--- config.mk ---
export PLATFORM = sky130hd
export DESIGN_NAME = cmbo_core
export DESIGN_NICKNAME = d
export VERILOG_FILES = /design/src/logic/cmbo_pkg.sv /design/src/logic/cmbo_core.sv /design/src/logic/cmbo_alu.sv
export SDC_FILE = /design/constraint.sdc
export NUM_CORES = 1
export LEC_CHECK = 0
export ABC_AREA = 1
export BUFFER_PORTS_ARGS = -buffer_cell sky130_fd_sc_hd__buf_2
export CORE_AREA = 2 2 137 152
export CTS_BUF_LIST = sky130_fd_sc_hd__clkbuf_16
export DETAILED_ROUTE_END_ITERATION = 6
export DIE_AREA = 0 0 139 154
export PLACE_DENSITY = 0.79
export SLEW_MARGIN = 20
export SYNTH_ARGS = -nofsm -noshare
export SYNTH_HDL_FRONTEND = slang
export SYNTH_HIERARCHICAL = 1
export SYNTH_SLANG_ARGS = --single-unit
--- constraint.sdc ---
create_clock -name mclk -period 4.3 [get_ports mclk]
set_input_delay 0 -clock mclk [delete_from_list [all_inputs] [get_ports mclk]]
set_output_delay 0 -clock mclk [all_outputs]
set_load 0.005 [all_outputs]
--- src/logic/cmbo_pkg.sv ---
// Package of encodings, reset values and carriers for the core
package cmbo_pkg;
	// ****************************************
	// Opcode groups and single opcodes
	// ****************************************
	localparam logic [3:0] OPG_BIT_BRANCH = 4'h0;
	localparam logic [3:0] OPG_REL_BRANCH = 4'h2;
	localparam logic [3:0] OPG_REG_MEM = 4'hB;
	localparam logic [7:0] OP_MULTIPLY = 8'h40;
	localparam logic [7:0] OP_UNCOND_JUMP = 8'hC0;
	localparam logic [7:0] OP_JUMP_SUB = 8'hC1;
	localparam logic [7:0] OP_BRANCH_SUB = 8'hC2;
	// ****************************************
	// Register/memory sub-operations (low nibble)
	// ****************************************
	localparam logic [3:0] RM_ADD = 4'h0;
	localparam logic [3:0] RM_ADD_CARRY = 4'h1;
	localparam logic [3:0] RM_SUB = 4'h2;
	localparam logic [3:0] RM_SUB_BORROW = 4'h3;
	localparam logic [3:0] RM_AND = 4'h4;
	localparam logic [3:0] RM_OR = 4'h5;
	localparam logic [3:0] RM_XOR = 4'h6;
	localparam logic [3:0] RM_BIT_TEST = 4'h7;
	localparam logic [3:0] RM_CMP_ACC = 4'h8;
	localparam logic [3:0] RM_CMP_IDX = 4'h9;
	localparam logic [3:0] RM_LOAD_ACC = 4'hA;
	localparam logic [3:0] RM_LOAD_IDX = 4'hB;
	localparam logic [3:0] RM_STORE_ACC = 4'hC;
	localparam logic [3:0] RM_STORE_IDX = 4'hD;
	// ****************************************
	// Reset values and sizes
	// ****************************************
	localparam logic [15:0] PC_RESET = 16'h0000;
	localparam logic [7:0] SP_RESET = 8'hFF;
	localparam logic [7:0] DIRECT_PAGE = 8'h00;
	localparam logic [15:0] PC_STEP = 16'h0001;
	// ****************************************
	// Carriers
	// ****************************************
	typedef enum logic [2:0] {
		S_FETCH = 3'b000,
		S_OPER1 = 3'b001,
		S_MEM = 3'b010,
		S_OPER2 = 3'b011,
		S_PUSH_LO = 3'b100,
		S_PUSH_HI = 3'b101
	} cmbo_state_t;
	typedef struct packed {
		logic h;
		logic n;
		logic z;
		logic c;
	} cmbo_ccr_t;
	typedef struct packed {
		logic [15:0] addr;
		logic [7:0] wdata;
		logic we;
	} cmbo_mem_req_t;
	typedef struct packed {
		logic [7:0] res;
		logic h;
		logic c;
		logic updH;
		logic updC;
		logic updNZ;
		logic wrAcc;
		logic wrIdx;
	} cmbo_alu_out_t;
endpackage

--- src/logic/cmbo_core.sv ---
// Core sequencer for register/memory and jump/branch instructions
`timescale 1ns/1ps
module cmbo_core (
	input wire logic mclk,
	input wire logic resetn,
	input wire logic [7:0] memRdata,
	input wire logic irqPin,
	input wire logic intMask,
	output cmbo_pkg::cmbo_mem_req_t memReq,
	output logic [15:0] pcOut,
	output logic [7:0] accOut,
	output logic [7:0] idxOut,
	output cmbo_pkg::cmbo_ccr_t ccrOut
);
	cmbo_pkg::cmbo_state_t state_reg, state_next;
	cmbo_pkg::cmbo_ccr_t ccr_reg;
	cmbo_pkg::cmbo_alu_out_t aluOut;
	logic [15:0] pc_reg, target_reg, ret_reg;
	logic [7:0] op_reg, byte1_reg, acc_reg, idx_reg, sp_reg;
	logic bitTaken_reg;
	logic isRel, isBitBr, isRegMem, isMul, isJmp, isJsr, isBsr, isStore;
	logic relTaken, bitVal;
	logic [15:0] nextSeq, relDest, product;

	// ****************************************
	// Decode
	// ****************************************
	assign isRel = op_reg[7:4] == cmbo_pkg::OPG_REL_BRANCH;
	assign isBitBr = op_reg[7:4] == cmbo_pkg::OPG_BIT_BRANCH;
	assign isRegMem = op_reg[7:4] == cmbo_pkg::OPG_REG_MEM;
	assign isMul = op_reg == cmbo_pkg::OP_MULTIPLY;
	assign isJmp = op_reg == cmbo_pkg::OP_UNCOND_JUMP;
	assign isJsr = op_reg == cmbo_pkg::OP_JUMP_SUB;
	assign isBsr = op_reg == cmbo_pkg::OP_BRANCH_SUB;
	assign isStore = isRegMem && (op_reg[3:0] == cmbo_pkg::RM_STORE_ACC
		|| op_reg[3:0] == cmbo_pkg::RM_STORE_IDX);
	// Bit number in bits 3..1, bit 0 set means branch when clear
	assign bitVal = memRdata[op_reg[3:1]];
	assign nextSeq = pc_reg + cmbo_pkg::PC_STEP;
	// Sign extension gives the -128..+127 reach past the offset byte
	assign relDest = nextSeq + {{8{memRdata[7]}}, memRdata};
	assign product = {8'h00, idx_reg} * {8'h00, acc_reg};

	always_comb
	begin
		case (op_reg[3:0])
			4'h0: relTaken = 1'b1;
			4'h1: relTaken = 1'b0;
			4'h2: relTaken = !(ccr_reg.c | ccr_reg.z);
			4'h3: relTaken = ccr_reg.c | ccr_reg.z;
			4'h4: relTaken = !ccr_reg.c;
			4'h5: relTaken = ccr_reg.c;
			4'h6: relTaken = !ccr_reg.z;
			4'h7: relTaken = ccr_reg.z;
			4'h8: relTaken = !ccr_reg.h;
			4'h9: relTaken = ccr_reg.h;
			4'hA: relTaken = !ccr_reg.n;
			4'hB: relTaken = ccr_reg.n;
			4'hC: relTaken = !intMask;
			4'hD: relTaken = intMask;
			4'hE: relTaken = !irqPin;
			default: relTaken = irqPin;
		endcase
	end

	cmbo_alu u_alu (
		.subOp(op_reg[3:0]),
		.acc(acc_reg),
		.idx(idx_reg),
		.mem(memRdata),
		.carryIn(ccr_reg.c),
		.out(aluOut)
	);

	// ****************************************
	// Memory request
	// ****************************************
	always_comb
	begin
		memReq.addr = pc_reg;
		memReq.wdata = acc_reg;
		memReq.we = 1'b0;
		case (state_reg)
			cmbo_pkg::S_MEM:
			begin
				// Direct operands live in the first page only
				memReq.addr = {cmbo_pkg::DIRECT_PAGE, byte1_reg};
				memReq.we = isStore;
				memReq.wdata = (op_reg[3:0] == cmbo_pkg::RM_STORE_IDX) ? idx_reg : acc_reg;
			end
			cmbo_pkg::S_PUSH_LO:
			begin
				memReq.addr = {cmbo_pkg::DIRECT_PAGE, sp_reg};
				memReq.wdata = ret_reg[7:0];
				memReq.we = 1'b1;
			end
			cmbo_pkg::S_PUSH_HI:
			begin
				memReq.addr = {cmbo_pkg::DIRECT_PAGE, sp_reg};
				memReq.wdata = ret_reg[15:8];
				memReq.we = 1'b1;
			end
			default: memReq.addr = pc_reg;
		endcase
	end

	// ****************************************
	// Sequencer
	// ****************************************
	always_comb
	begin
		case (state_reg)
			cmbo_pkg::S_FETCH: state_next = cmbo_pkg::S_OPER1;
			cmbo_pkg::S_OPER1:
			begin
				if (isRegMem || isBitBr)
					state_next = cmbo_pkg::S_MEM;
				else if (isJmp || isJsr)
					state_next = cmbo_pkg::S_OPER2;
				else if (isBsr)
					state_next = cmbo_pkg::S_PUSH_LO;
				else
					state_next = cmbo_pkg::S_FETCH;
			end
			cmbo_pkg::S_MEM: state_next = isBitBr ? cmbo_pkg::S_OPER2 : cmbo_pkg::S_FETCH;
			cmbo_pkg::S_OPER2: state_next = isJsr ? cmbo_pkg::S_PUSH_LO : cmbo_pkg::S_FETCH;
			cmbo_pkg::S_PUSH_LO: state_next = cmbo_pkg::S_PUSH_HI;
			default: state_next = cmbo_pkg::S_FETCH;
		endcase
	end

	always_ff @(posedge mclk or negedge resetn)
	begin
		if (!resetn)
			state_reg <= cmbo_pkg::S_FETCH;
		else
			state_reg <= state_next;
	end

	always_ff @(posedge mclk or negedge resetn)
	begin
		if (!resetn)
		begin
			op_reg <= 8'h00;
			byte1_reg <= 8'h00;
			bitTaken_reg <= 1'b0;
		end
		else
		begin
			if (state_reg == cmbo_pkg::S_FETCH)
				op_reg <= memRdata;
			if (state_reg == cmbo_pkg::S_OPER1)
				byte1_reg <= memRdata;
			if (state_reg == cmbo_pkg::S_MEM)
				bitTaken_reg <= bitVal != op_reg[0];
		end
	end

	// ****************************************
	// Program counter and call state
	// ****************************************
	always_ff @(posedge mclk or negedge resetn)
	begin
		if (!resetn)
			pc_reg <= cmbo_pkg::PC_RESET;
		else if (state_reg == cmbo_pkg::S_FETCH)
			pc_reg <= nextSeq;
		else if (state_reg == cmbo_pkg::S_OPER1)
		begin
			if (isRel && relTaken)
				pc_reg <= relDest;
			else if (isRel || isBitBr || isRegMem || isJmp || isJsr || isBsr)
				pc_reg <= nextSeq;
		end
		else if (state_reg == cmbo_pkg::S_OPER2)
		begin
			if (isJmp)
				pc_reg <= {byte1_reg, memRdata};
			else if (isBitBr && bitTaken_reg)
				pc_reg <= relDest;
			else
				pc_reg <= nextSeq;
		end
		else if (state_reg == cmbo_pkg::S_PUSH_HI)
			pc_reg <= target_reg;
	end

	always_ff @(posedge mclk or negedge resetn)
	begin
		if (!resetn)
		begin
			target_reg <= cmbo_pkg::PC_RESET;
			ret_reg <= cmbo_pkg::PC_RESET;
		end
		else if ((state_reg == cmbo_pkg::S_OPER1 && isBsr)
			|| (state_reg == cmbo_pkg::S_OPER2 && isJsr))
		begin
			target_reg <= isBsr ? relDest : {byte1_reg, memRdata};
			ret_reg <= nextSeq;
		end
	end

	// Stack grows down inside the first page; no overflow guard
	always_ff @(posedge mclk or negedge resetn)
	begin
		if (!resetn)
			sp_reg <= cmbo_pkg::SP_RESET;
		else if (state_reg == cmbo_pkg::S_PUSH_LO || state_reg == cmbo_pkg::S_PUSH_HI)
			sp_reg <= sp_reg - 8'h01;
	end

	// ****************************************
	// Registers and flags
	// ****************************************
	always_ff @(posedge mclk or negedge resetn)
	begin
		if (!resetn)
		begin
			acc_reg <= 8'h00;
			idx_reg <= 8'h00;
			ccr_reg <= '0;
		end
		else if (state_reg == cmbo_pkg::S_OPER1 && isMul)
		begin
			{idx_reg, acc_reg} <= product;
			ccr_reg.h <= 1'b0;
			ccr_reg.c <= 1'b0;
		end
		else if (state_reg == cmbo_pkg::S_MEM && isBitBr)
			ccr_reg.c <= bitVal;
		else if (state_reg == cmbo_pkg::S_MEM && isRegMem)
		begin
			if (aluOut.wrAcc)
				acc_reg <= aluOut.res;
			if (aluOut.wrIdx)
				idx_reg <= aluOut.res;
			if (aluOut.updNZ)
			begin
				ccr_reg.n <= aluOut.res[7];
				ccr_reg.z <= aluOut.res == 8'h00;
			end
			if (aluOut.updC)
				ccr_reg.c <= aluOut.c;
			if (aluOut.updH)
				ccr_reg.h <= aluOut.h;
		end
	end

	assign pcOut = pc_reg;
	assign accOut = acc_reg;
	assign idxOut = idx_reg;
	assign ccrOut = ccr_reg;
endmodule

--- src/logic/cmbo_alu.sv ---
// Arithmetic and logic unit for register/memory operations
`timescale 1ns/1ps
module cmbo_alu (
	input wire logic [3:0] subOp,
	input wire logic [7:0] acc,
	input wire logic [7:0] idx,
	input wire logic [7:0] mem,
	input wire logic carryIn,
	output cmbo_pkg::cmbo_alu_out_t out
);
	logic [8:0] sum;
	logic [8:0] diff;
	logic [7:0] regOpnd;
	logic useCarry;

	always_comb
	begin
		useCarry = (subOp == cmbo_pkg::RM_ADD_CARRY) || (subOp == cmbo_pkg::RM_SUB_BORROW);
		regOpnd = (subOp == cmbo_pkg::RM_CMP_IDX) ? idx : acc;
		sum = {1'b0, acc} + {1'b0, mem} + {8'h00, useCarry & carryIn};
		diff = {1'b0, regOpnd} - {1'b0, mem} - {8'h00, useCarry & carryIn};
	end

	always_comb
	begin
		out = '0;
		out.updNZ = 1'b1;
		case (subOp)
			cmbo_pkg::RM_ADD, cmbo_pkg::RM_ADD_CARRY:
			begin
				out.res = sum[7:0];
				out.c = sum[8];
				out.h = acc[4] ^ mem[4] ^ sum[4];
				out.updC = 1'b1;
				out.updH = 1'b1;
				out.wrAcc = 1'b1;
			end
			cmbo_pkg::RM_SUB, cmbo_pkg::RM_SUB_BORROW, cmbo_pkg::RM_CMP_ACC,
			cmbo_pkg::RM_CMP_IDX:
			begin
				out.res = diff[7:0];
				out.c = diff[8];
				out.updC = 1'b1;
				// Compares only touch flags
				out.wrAcc = (subOp == cmbo_pkg::RM_SUB) || (subOp == cmbo_pkg::RM_SUB_BORROW);
			end
			cmbo_pkg::RM_AND, cmbo_pkg::RM_BIT_TEST:
			begin
				out.res = acc & mem;
				out.wrAcc = (subOp == cmbo_pkg::RM_AND);
			end
			cmbo_pkg::RM_OR:
			begin
				out.res = acc | mem;
				out.wrAcc = 1'b1;
			end
			cmbo_pkg::RM_XOR:
			begin
				out.res = acc ^ mem;
				out.wrAcc = 1'b1;
			end
			cmbo_pkg::RM_LOAD_ACC:
			begin
				out.res = mem;
				out.wrAcc = 1'b1;
			end
			cmbo_pkg::RM_LOAD_IDX:
			begin
				out.res = mem;
				out.wrIdx = 1'b1;
			end
			cmbo_pkg::RM_STORE_ACC: out.res = acc;
			cmbo_pkg::RM_STORE_IDX: out.res = idx;
			default: out.updNZ = 1'b0;
		endcase
	end
endmodule

==> results of run 1 <==
[final cells by class]
class / count / area [um^2] / area share (%)
Clock buffer: 9 / 225 / 1.85
Clock inverter: 7 / 88.8 / 0.731
Inverter: 329 / 1230 / 10.2
Multi-Input combinational cell: 1260 / 7210 / 59.3
Sequential cell: 96 / 2420 / 19.9
Tap cell: 252 / 315 / 2.60
Timing Repair Buffer: 111 / 658 / 5.42
[cells in the final DEF, fill, tap and decap left out, types with 8 or more instances in the layout]
| master | synthesis | final |
|---|---|---|
| nand2_1 | 513 | 513 |
| inv_1 | 310 | 310 |
| o21ai_0 | 130 | 127 |
| nor2_1 | 123 | 123 |
| nand3_1 | 112 | 112 |
| dfrtp_1 | 88 | 82 |
| ha_1 | 81 | 81 |
| a21oi_1 | 72 | 72 |
| buf_2 | 20 | 71 |
| fa_1 | 41 | 41 |
| buf_4 | 6 | 39 |
| nand4_1 | 29 | 29 |
| o21ai_1 | 19 | 22 |
| inv_2 | 18 | 18 |
| xor2_1 | 13 | 13 |
| o211ai_1 | 12 | 12 |
| nor3_1 | 10 | 10 |
| o2111ai_1 | 9 | 9 |
| clkbuf_16 | 0 | 9 |
| o221ai_1 | 8 | 8 |
| nand2_2 | 8 | 8 |
| a31oi_1 | 8 | 8 |
| dfstp_2 | 8 | 8 |
[logic make-up (layout without fill, tap and decap cells)]
| logic type | after synthesis | in the layout | share of synthesized area, % |
|---|---|---|---|
| compound gates | 289 | 289 | 14.7 |
| xor+xnor | 16 | 16 | 1.26 |
| fa+ha+maj | 122 | 122 | 16.5 |
| buf+inv | 389 | 456 | 13.7 |
| flops | 96 | 96 | 21.7 |
| simple gates | 833 | 833 | 32.1 |
[metal layers]
layer  vias to the layer above  track usage [%]  share of wire (%)
li1                       5676                -                  -
met1                      5578             50.7                 42
met2                       613             53.8                 44
met3                        75             7.35                 11
met4                         0             11.1                3.1
met5                         -                0                  0
[stage by stage]
stage	setup WS [ns]	area, um^2	utilization (%)	hold slack (ns)
floorplan	0.140	11100	-	-0.296
global placement	0.126	11800	59.8	0.121
detailed placement	0.0564	11800	59.8	0.126
CTS	0.0373	12100	61.5	0.0421
global route	-0.0345	12100	61.6	0.0636
finish	0.183	12100	61.6	0.0580
[timing repair]
item,in CTS,in global routing
setup buffers,0,1
endpoints found under the hold margin,53,0
resized for setup,0,10
endpoints found under the setup margin,0,7
hold buffers,1,0
[tightest hold or removal path, stage by stage]
cell     delay [ns]
buf_2          0.19
nand2_1        0.09
o21ai_0        0.08
[worst min path at each step]
stage	from	endpoint	cells after the start
global route	memRdata[2]	target_reg[2]	3
global placement	resetn	pcOut[11]	1
detailed placement	resetn	pcOut[11]	1
floorplan	resetn	accOut[0]	0
finish	memRdata[0]	byte1_reg[0]	3
CTS	memRdata[0]	byte1_reg[0]	3
==> flow_metrics.py, run 1 <==
metrics = {
    "setup_path": {
        "r2r_cells": 19,
        "cp_max_fo": 8,
        "r2r_setup_slack_ns": 0.18,
        "max_stage_delay_ns": 0.55,
        "crit_buf_inv": 4,
        "cp_data_arrival_time_ns": 4.36,
        "endpoint_kind": "flop",
        "crit_start": "idxOut[4]",
        "cp_num_cells": 19,
        "critical_path.startpoint_type": "flop",
        "rr_startpoint": "idxOut[4]",
        "crit_end": "idxOut[7]",
        "crit_type": "reg2reg",
        "worst_ep_required_time_ns": 4.54,
        "r2r_end": "idxOut[7]",
        "cp_top_family": "adder cells",
        "cpMaxStageDelayCell": "fa_1",
        "cp_cell_sequence": "buf_4 > nand2_1 > inv_1 > fa_1 > fa_1 > fa_1 > inv_1 > fa_1 > inv_1 > ha_1 > nand2_1 > nor2_1 > nand3_1 > nand4_1 > nand2_1 > nand2_1 > nor2_1 > o21ai_0 > o21ai_0",
    },
    "floorplan": {
        "ioPinCount": 73,
        "die_h_um": 154,
        "start_util_pct": 56.4,
        "rows": 54,
        "core_um2": 19700,
        "fp.dieW_um": 139,
        "die_area_um2": 21400,
    },
    "yosys": {
        "synth_seq_cells": 96,
        "synthTopCellsByArea": "dfrtp_1, nand2_1, inv_1, ha_1, fa_1",
        "yosysTopAreaCellShare_pct": 19.8,
        "synth-edff-count": 0,
        "ys.flop_type": "dfrtp_1",
        "ys_warn_count": 6,
        "yosysSeqAreaShare_pct": 21.7,
        "synth_commonest_cells": "nand2_1, inv_1, o21ai_0, nor2_1, nand3_1",
        "yosysMostFrequentCell": "nand2_1",
        "syn_inst": 1745,
        "syn_avg_cell_area_um2": 6.38,
        "async_reset_ff_share_pct": 100,
        "syn_nets": 1879,
        "syn_area_um2": 11100,
        "synth_cell_type_count": 53,
        "yosysTopAreaCell": "dfrtp_1",
    },
    "drt": {
        "vias": 11900,
        "drc": 0,
        "avgRoutedWirePerCell_um": 18.3,
        "drtIter0Drc": 1581,
        "drt_pass1_iterations": 6,
        "ant_nets": 0,
        "viasPerCell": 5.79,
        "wl_mm": 37.8,
    },
    "sta": {
        "maxSlewHeadroom_pct": 26.9,
        "fin_worst_skew_ns": 0.0159,
        "setup_tns_ns": 0,
        "hold_violations": 0,
        "fmax_mhz": 243,
        "slew_viol_final": 0,
        "post-route-period-util_pct": 95.7,
        "finalSetupViolCount": 0,
        "finalCriticalPeriod_ns": 4.12,
        "grt_setup_unrepaired": "yes",
        "tightest_slew_ns": 1.09,
    },
    "cts": {
        "clk_pin_slew_ns": 0.09,
        "cts_tree": "built",
        "clk_path_buf_depth": 2,
        "cts_root_buffer": "clkbuf_16",
        "clock_sinks": 96,
        "clk_latency_ns": 0.37,
        "h-tree-depth": 3,
        "numCtsBuffers": 9,
    },
    "hold_path": {
        "hold_class": "in2reg",
    },
    "outcome": {
        "status": "completed",
    },
    "final_layout": {
        "fillers": 1913,
        "final_cells": 2064,
        "diodes": 0,
        "drive_above_1_share_pct": 10.9,
        "final_nets": 1941,
        "areaGrowthSynthToFinish_pct": 9.09,
    },
    "global_route": {
        "grt_max_degree": 55,
        "grt_usage_pct": 35.4,
        "grt_pass1_wl_mm": 59.8,
        "antenna_found_initial": 0,
        "grt_pass1_vias": 10900,
        "grt-ovfl-total": 0,
    },
    "placement": {
        "gp_congestion": 0.998,
        "placement.io_buffers": 72,
        "dpl.hpwl_mm": 29.2,
        "placedCellCount": 2046,
    },
    "run": {
        "maxCapViolCount": 0,
    },
}
Power of run 1 is not shown: default switching activity piles up to over one toggle a cycle in this logic, so the estimate is an artifact.
==> inputs of run 2 (changes only) <==
- ABC_AREA: 1 -> unset
- CORE_AREA: 2 2 137 152 -> 2 2 131 146
- DIE_AREA: 0 0 139 154 -> 0 0 133 148
- GPL_TIMING_DRIVEN: unset -> 0
==> flow_metrics.py, run 2 <==
metrics = {
    "drt": {
        "avgRoutedWirePerCell_um": 21.5,
        "top_layer_used": "met4",
        "wl_met1_mm": 13.5,
        "viasPerCell": 6.33,
        "wl_mm": 35.1,
        "dr_wl_met2_mm": 16.6,
        "vias": 10300,
        "drc": 0,
        "ant_nets": 0,
        "wl_met3_mm": 2.45,
        "drtIter0Drc": 1132,
        "drt_pass1_iterations": 5,
    },
    "outcome": {
        "violations": "hold timing",
        "status": "complete, but fails checks",
    },
    "final_layout": {
        "final_cells": 1634,
        "areaGrowthSynthToFinish_pct": 16.1,
        "layout_commonest_cell": "nand2_1",
        "drive_above_1_share_pct": 17.3,
        "fin_util_pct": 65.1,
        "fillers": 1485,
        "diodes": 0,
        "layout_common_cells": "nand2_1, nor2_1, inv_1, a21oi_1, buf_2",
        "final_nets": 1520,
    },
    "cts": {
        "clock_sinks": 96,
        "numCtsBuffers": 9,
        "h-tree-depth": 3,
        "cts_root_buffer": "clkbuf_16",
        "cts_tree": "built",
        "clk_path_buf_depth": 2,
        "clk_latency_ns": 0.37,
        "clk_pin_slew_ns": 0.07,
    },
    "setup_path": {
        "endpoint_kind": "flop",
        "critical_path.startpoint_type": "flop",
        "cp_data_arrival_time_ns": 4.43,
        "crit_type": "reg2reg",
        "cp_max_fo": 8,
        "worst_ep_required_time_ns": 4.51,
    },
    "yosys": {
        "ys_warn_count": 6,
        "synth_seq_cells": 96,
        "synth-edff-count": 0,
        "yosysTopAreaCell": "dfrtp_1",
        "ys.flop_type": "dfrtp_1",
        "yosysMostFrequentCell": "nand2_1",
        "synth_cell_type_count": 82,
        "synth_commonest_cells": "nand2_1, nor2_1, inv_1, a21oi_1, dfrtp_1",
        "syn_avg_cell_area_um2": 8.05,
        "synthTopCellsByArea": "dfrtp_1, ha_1, fa_1, nand2_1, a21oi_1",
        "yosysSeqAreaShare_pct": 23.7,
        "syn_nets": 1399,
        "yosysTopAreaCellShare_pct": 21.6,
        "syn_inst": 1265,
        "syn_area_um2": 10200,
        "async_reset_ff_share_pct": 100,
    },
    "sta": {
        "maxSlewHeadroom_pct": 24.0,
        "grt_setup_unrepaired": "yes",
        "slew_viol_final": 0,
        "post-route-period-util_pct": 98.1,
        "finalCriticalPeriod_ns": 4.22,
        "hold_violations": 1,
        "tightest_slew_ns": 1.13,
        "fin_worst_skew_ns": 0.0162,
        "hold-worst-slack_ns": -0.00516,
        "fmax_mhz": 237,
        "finalSetupViolCount": 0,
    },
    "floorplan": {
        "ioPinCount": 73,
        "die_h_um": 148,
        "die_area_um2": 19700,
        "fp.dieW_um": 133,
        "rows": 52,
        "core_um2": 18200,
        "start_util_pct": 56.1,
    },
    "global_route": {
        "grt_max_degree": 61,
        "grt_pass1_wl_mm": 53.3,
        "grt_pass1_vias": 9971,
        "grt_usage_pct": 35.0,
        "grt-ovfl-total": 0,
        "antenna_found_initial": 0,
    },
    "placement": {
        "placedCellCount": 1581,
        "dpl.hpwl_mm": 25.0,
        "gp_congestion": 0.994,
        "placement.io_buffers": 72,
    },
    "run": {
        "maxCapViolCount": 0,
    },
    "hold_path": {
        "hold_class": "in2reg",
    },
}
run 2: cell count changes after synthesis, sizes merged, moves of 23 or more:
cell	delta
nand3	-98
xnor2	+36
o21ai	-75
nand4	-26
nand2	-348
inv	-224
and2	+52
mux2i	+37
a21oi	+23
run 2: final timing paths:
kind	endpoint	start	depth (start not counted)	slack, ns
setup / recovery	idxOut[6]	idxOut[1]	15	0.08
min in group asynchronous	ccrOut[3]	resetn	2	0.10
hold reg to reg	sp_reg[7]	sp_reg[7]	1	0.50
hold / removal	byte1_reg[0]	memRdata[0]	3	-0.005
max in group asynchronous	idxOut[1]	resetn	3	3.51
setup reg to reg	idxOut[6]	idxOut[1]	15	0.08
run 2: final cells by class:
cell class                 instances  area [um^2]  share of cell area, %
buffer                            54          285                   2.41
tap                              243          304                   2.57
sequential                        96         2430                   20.6
clock inverter                     7          141                   1.20
multi-input combinational       1002         7280                   61.6
timing repair buffer             119          759                   6.43
clock buffer                       9          225                   1.91
inverter                         104          390                   3.30
run 2: per-stage QoR:
stage	setup TNS (ns)	worst slack [ns]	instance area, um^2
after floorplan	0	0.0203	10200
after global placement	-2.22	-0.552	10800
after detailed placement	-2.33	-0.550	10900
after CTS	0	0.000484	11500
after global routing	-0.209	-0.0619	11800
final	0	0.0807	11800
run 2: per-layer routing:
layer,track usage (%),up-vias
met5,0,-
li1,-,4625
met1,42.9,4974
met2,58.3,580
met3,4.84,157
met4,21.7,0
run 2: cell families after synthesis:
| family | Yosys count | synth area share [%] |
|---|---|---|
| AO/OA/AOI/OAI | 317 | 20.2 |
| XOR/XNOR | 57 | 4.90 |
| adder cells (fa/ha/maj) | 122 | 18.0 |
| buffers and inverters | 167 | 6.43 |
| flip-flops | 96 | 23.7 |
| multiplexers | 56 | 6.04 |
| AND/OR/NAND/NOR | 450 | 20.7 |
run 2: repair_timing:
action / in CTS / in global routing
hold buffers: 1 / 0
setup endpoints to repair: 7 / 15
setup buffers: 19 / 25
hold endpoints to repair: 96 / 0
gates resized for setup: 40 / 45
gates cloned: 0 / 1
pin swaps: 5 / 26
run 2: critical path: stages, from the launching register on:
cell and delay (ns):
dfrtp_4 0.54, and2_4 0.17, fa_1 0.57, fa_1 0.44, fa_1 0.50, inv_1 0.05, fa_1 0.51, inv_2 0.07
ha_4 0.17, nor3_4 0.18, o21ai_2 0.11, a31oi_4 0.19, o21ai_2 0.10, o31ai_2 0.20, xor2_1 0.18, a21oi_1 0.09
Power of run 2 is left out for the same reason.
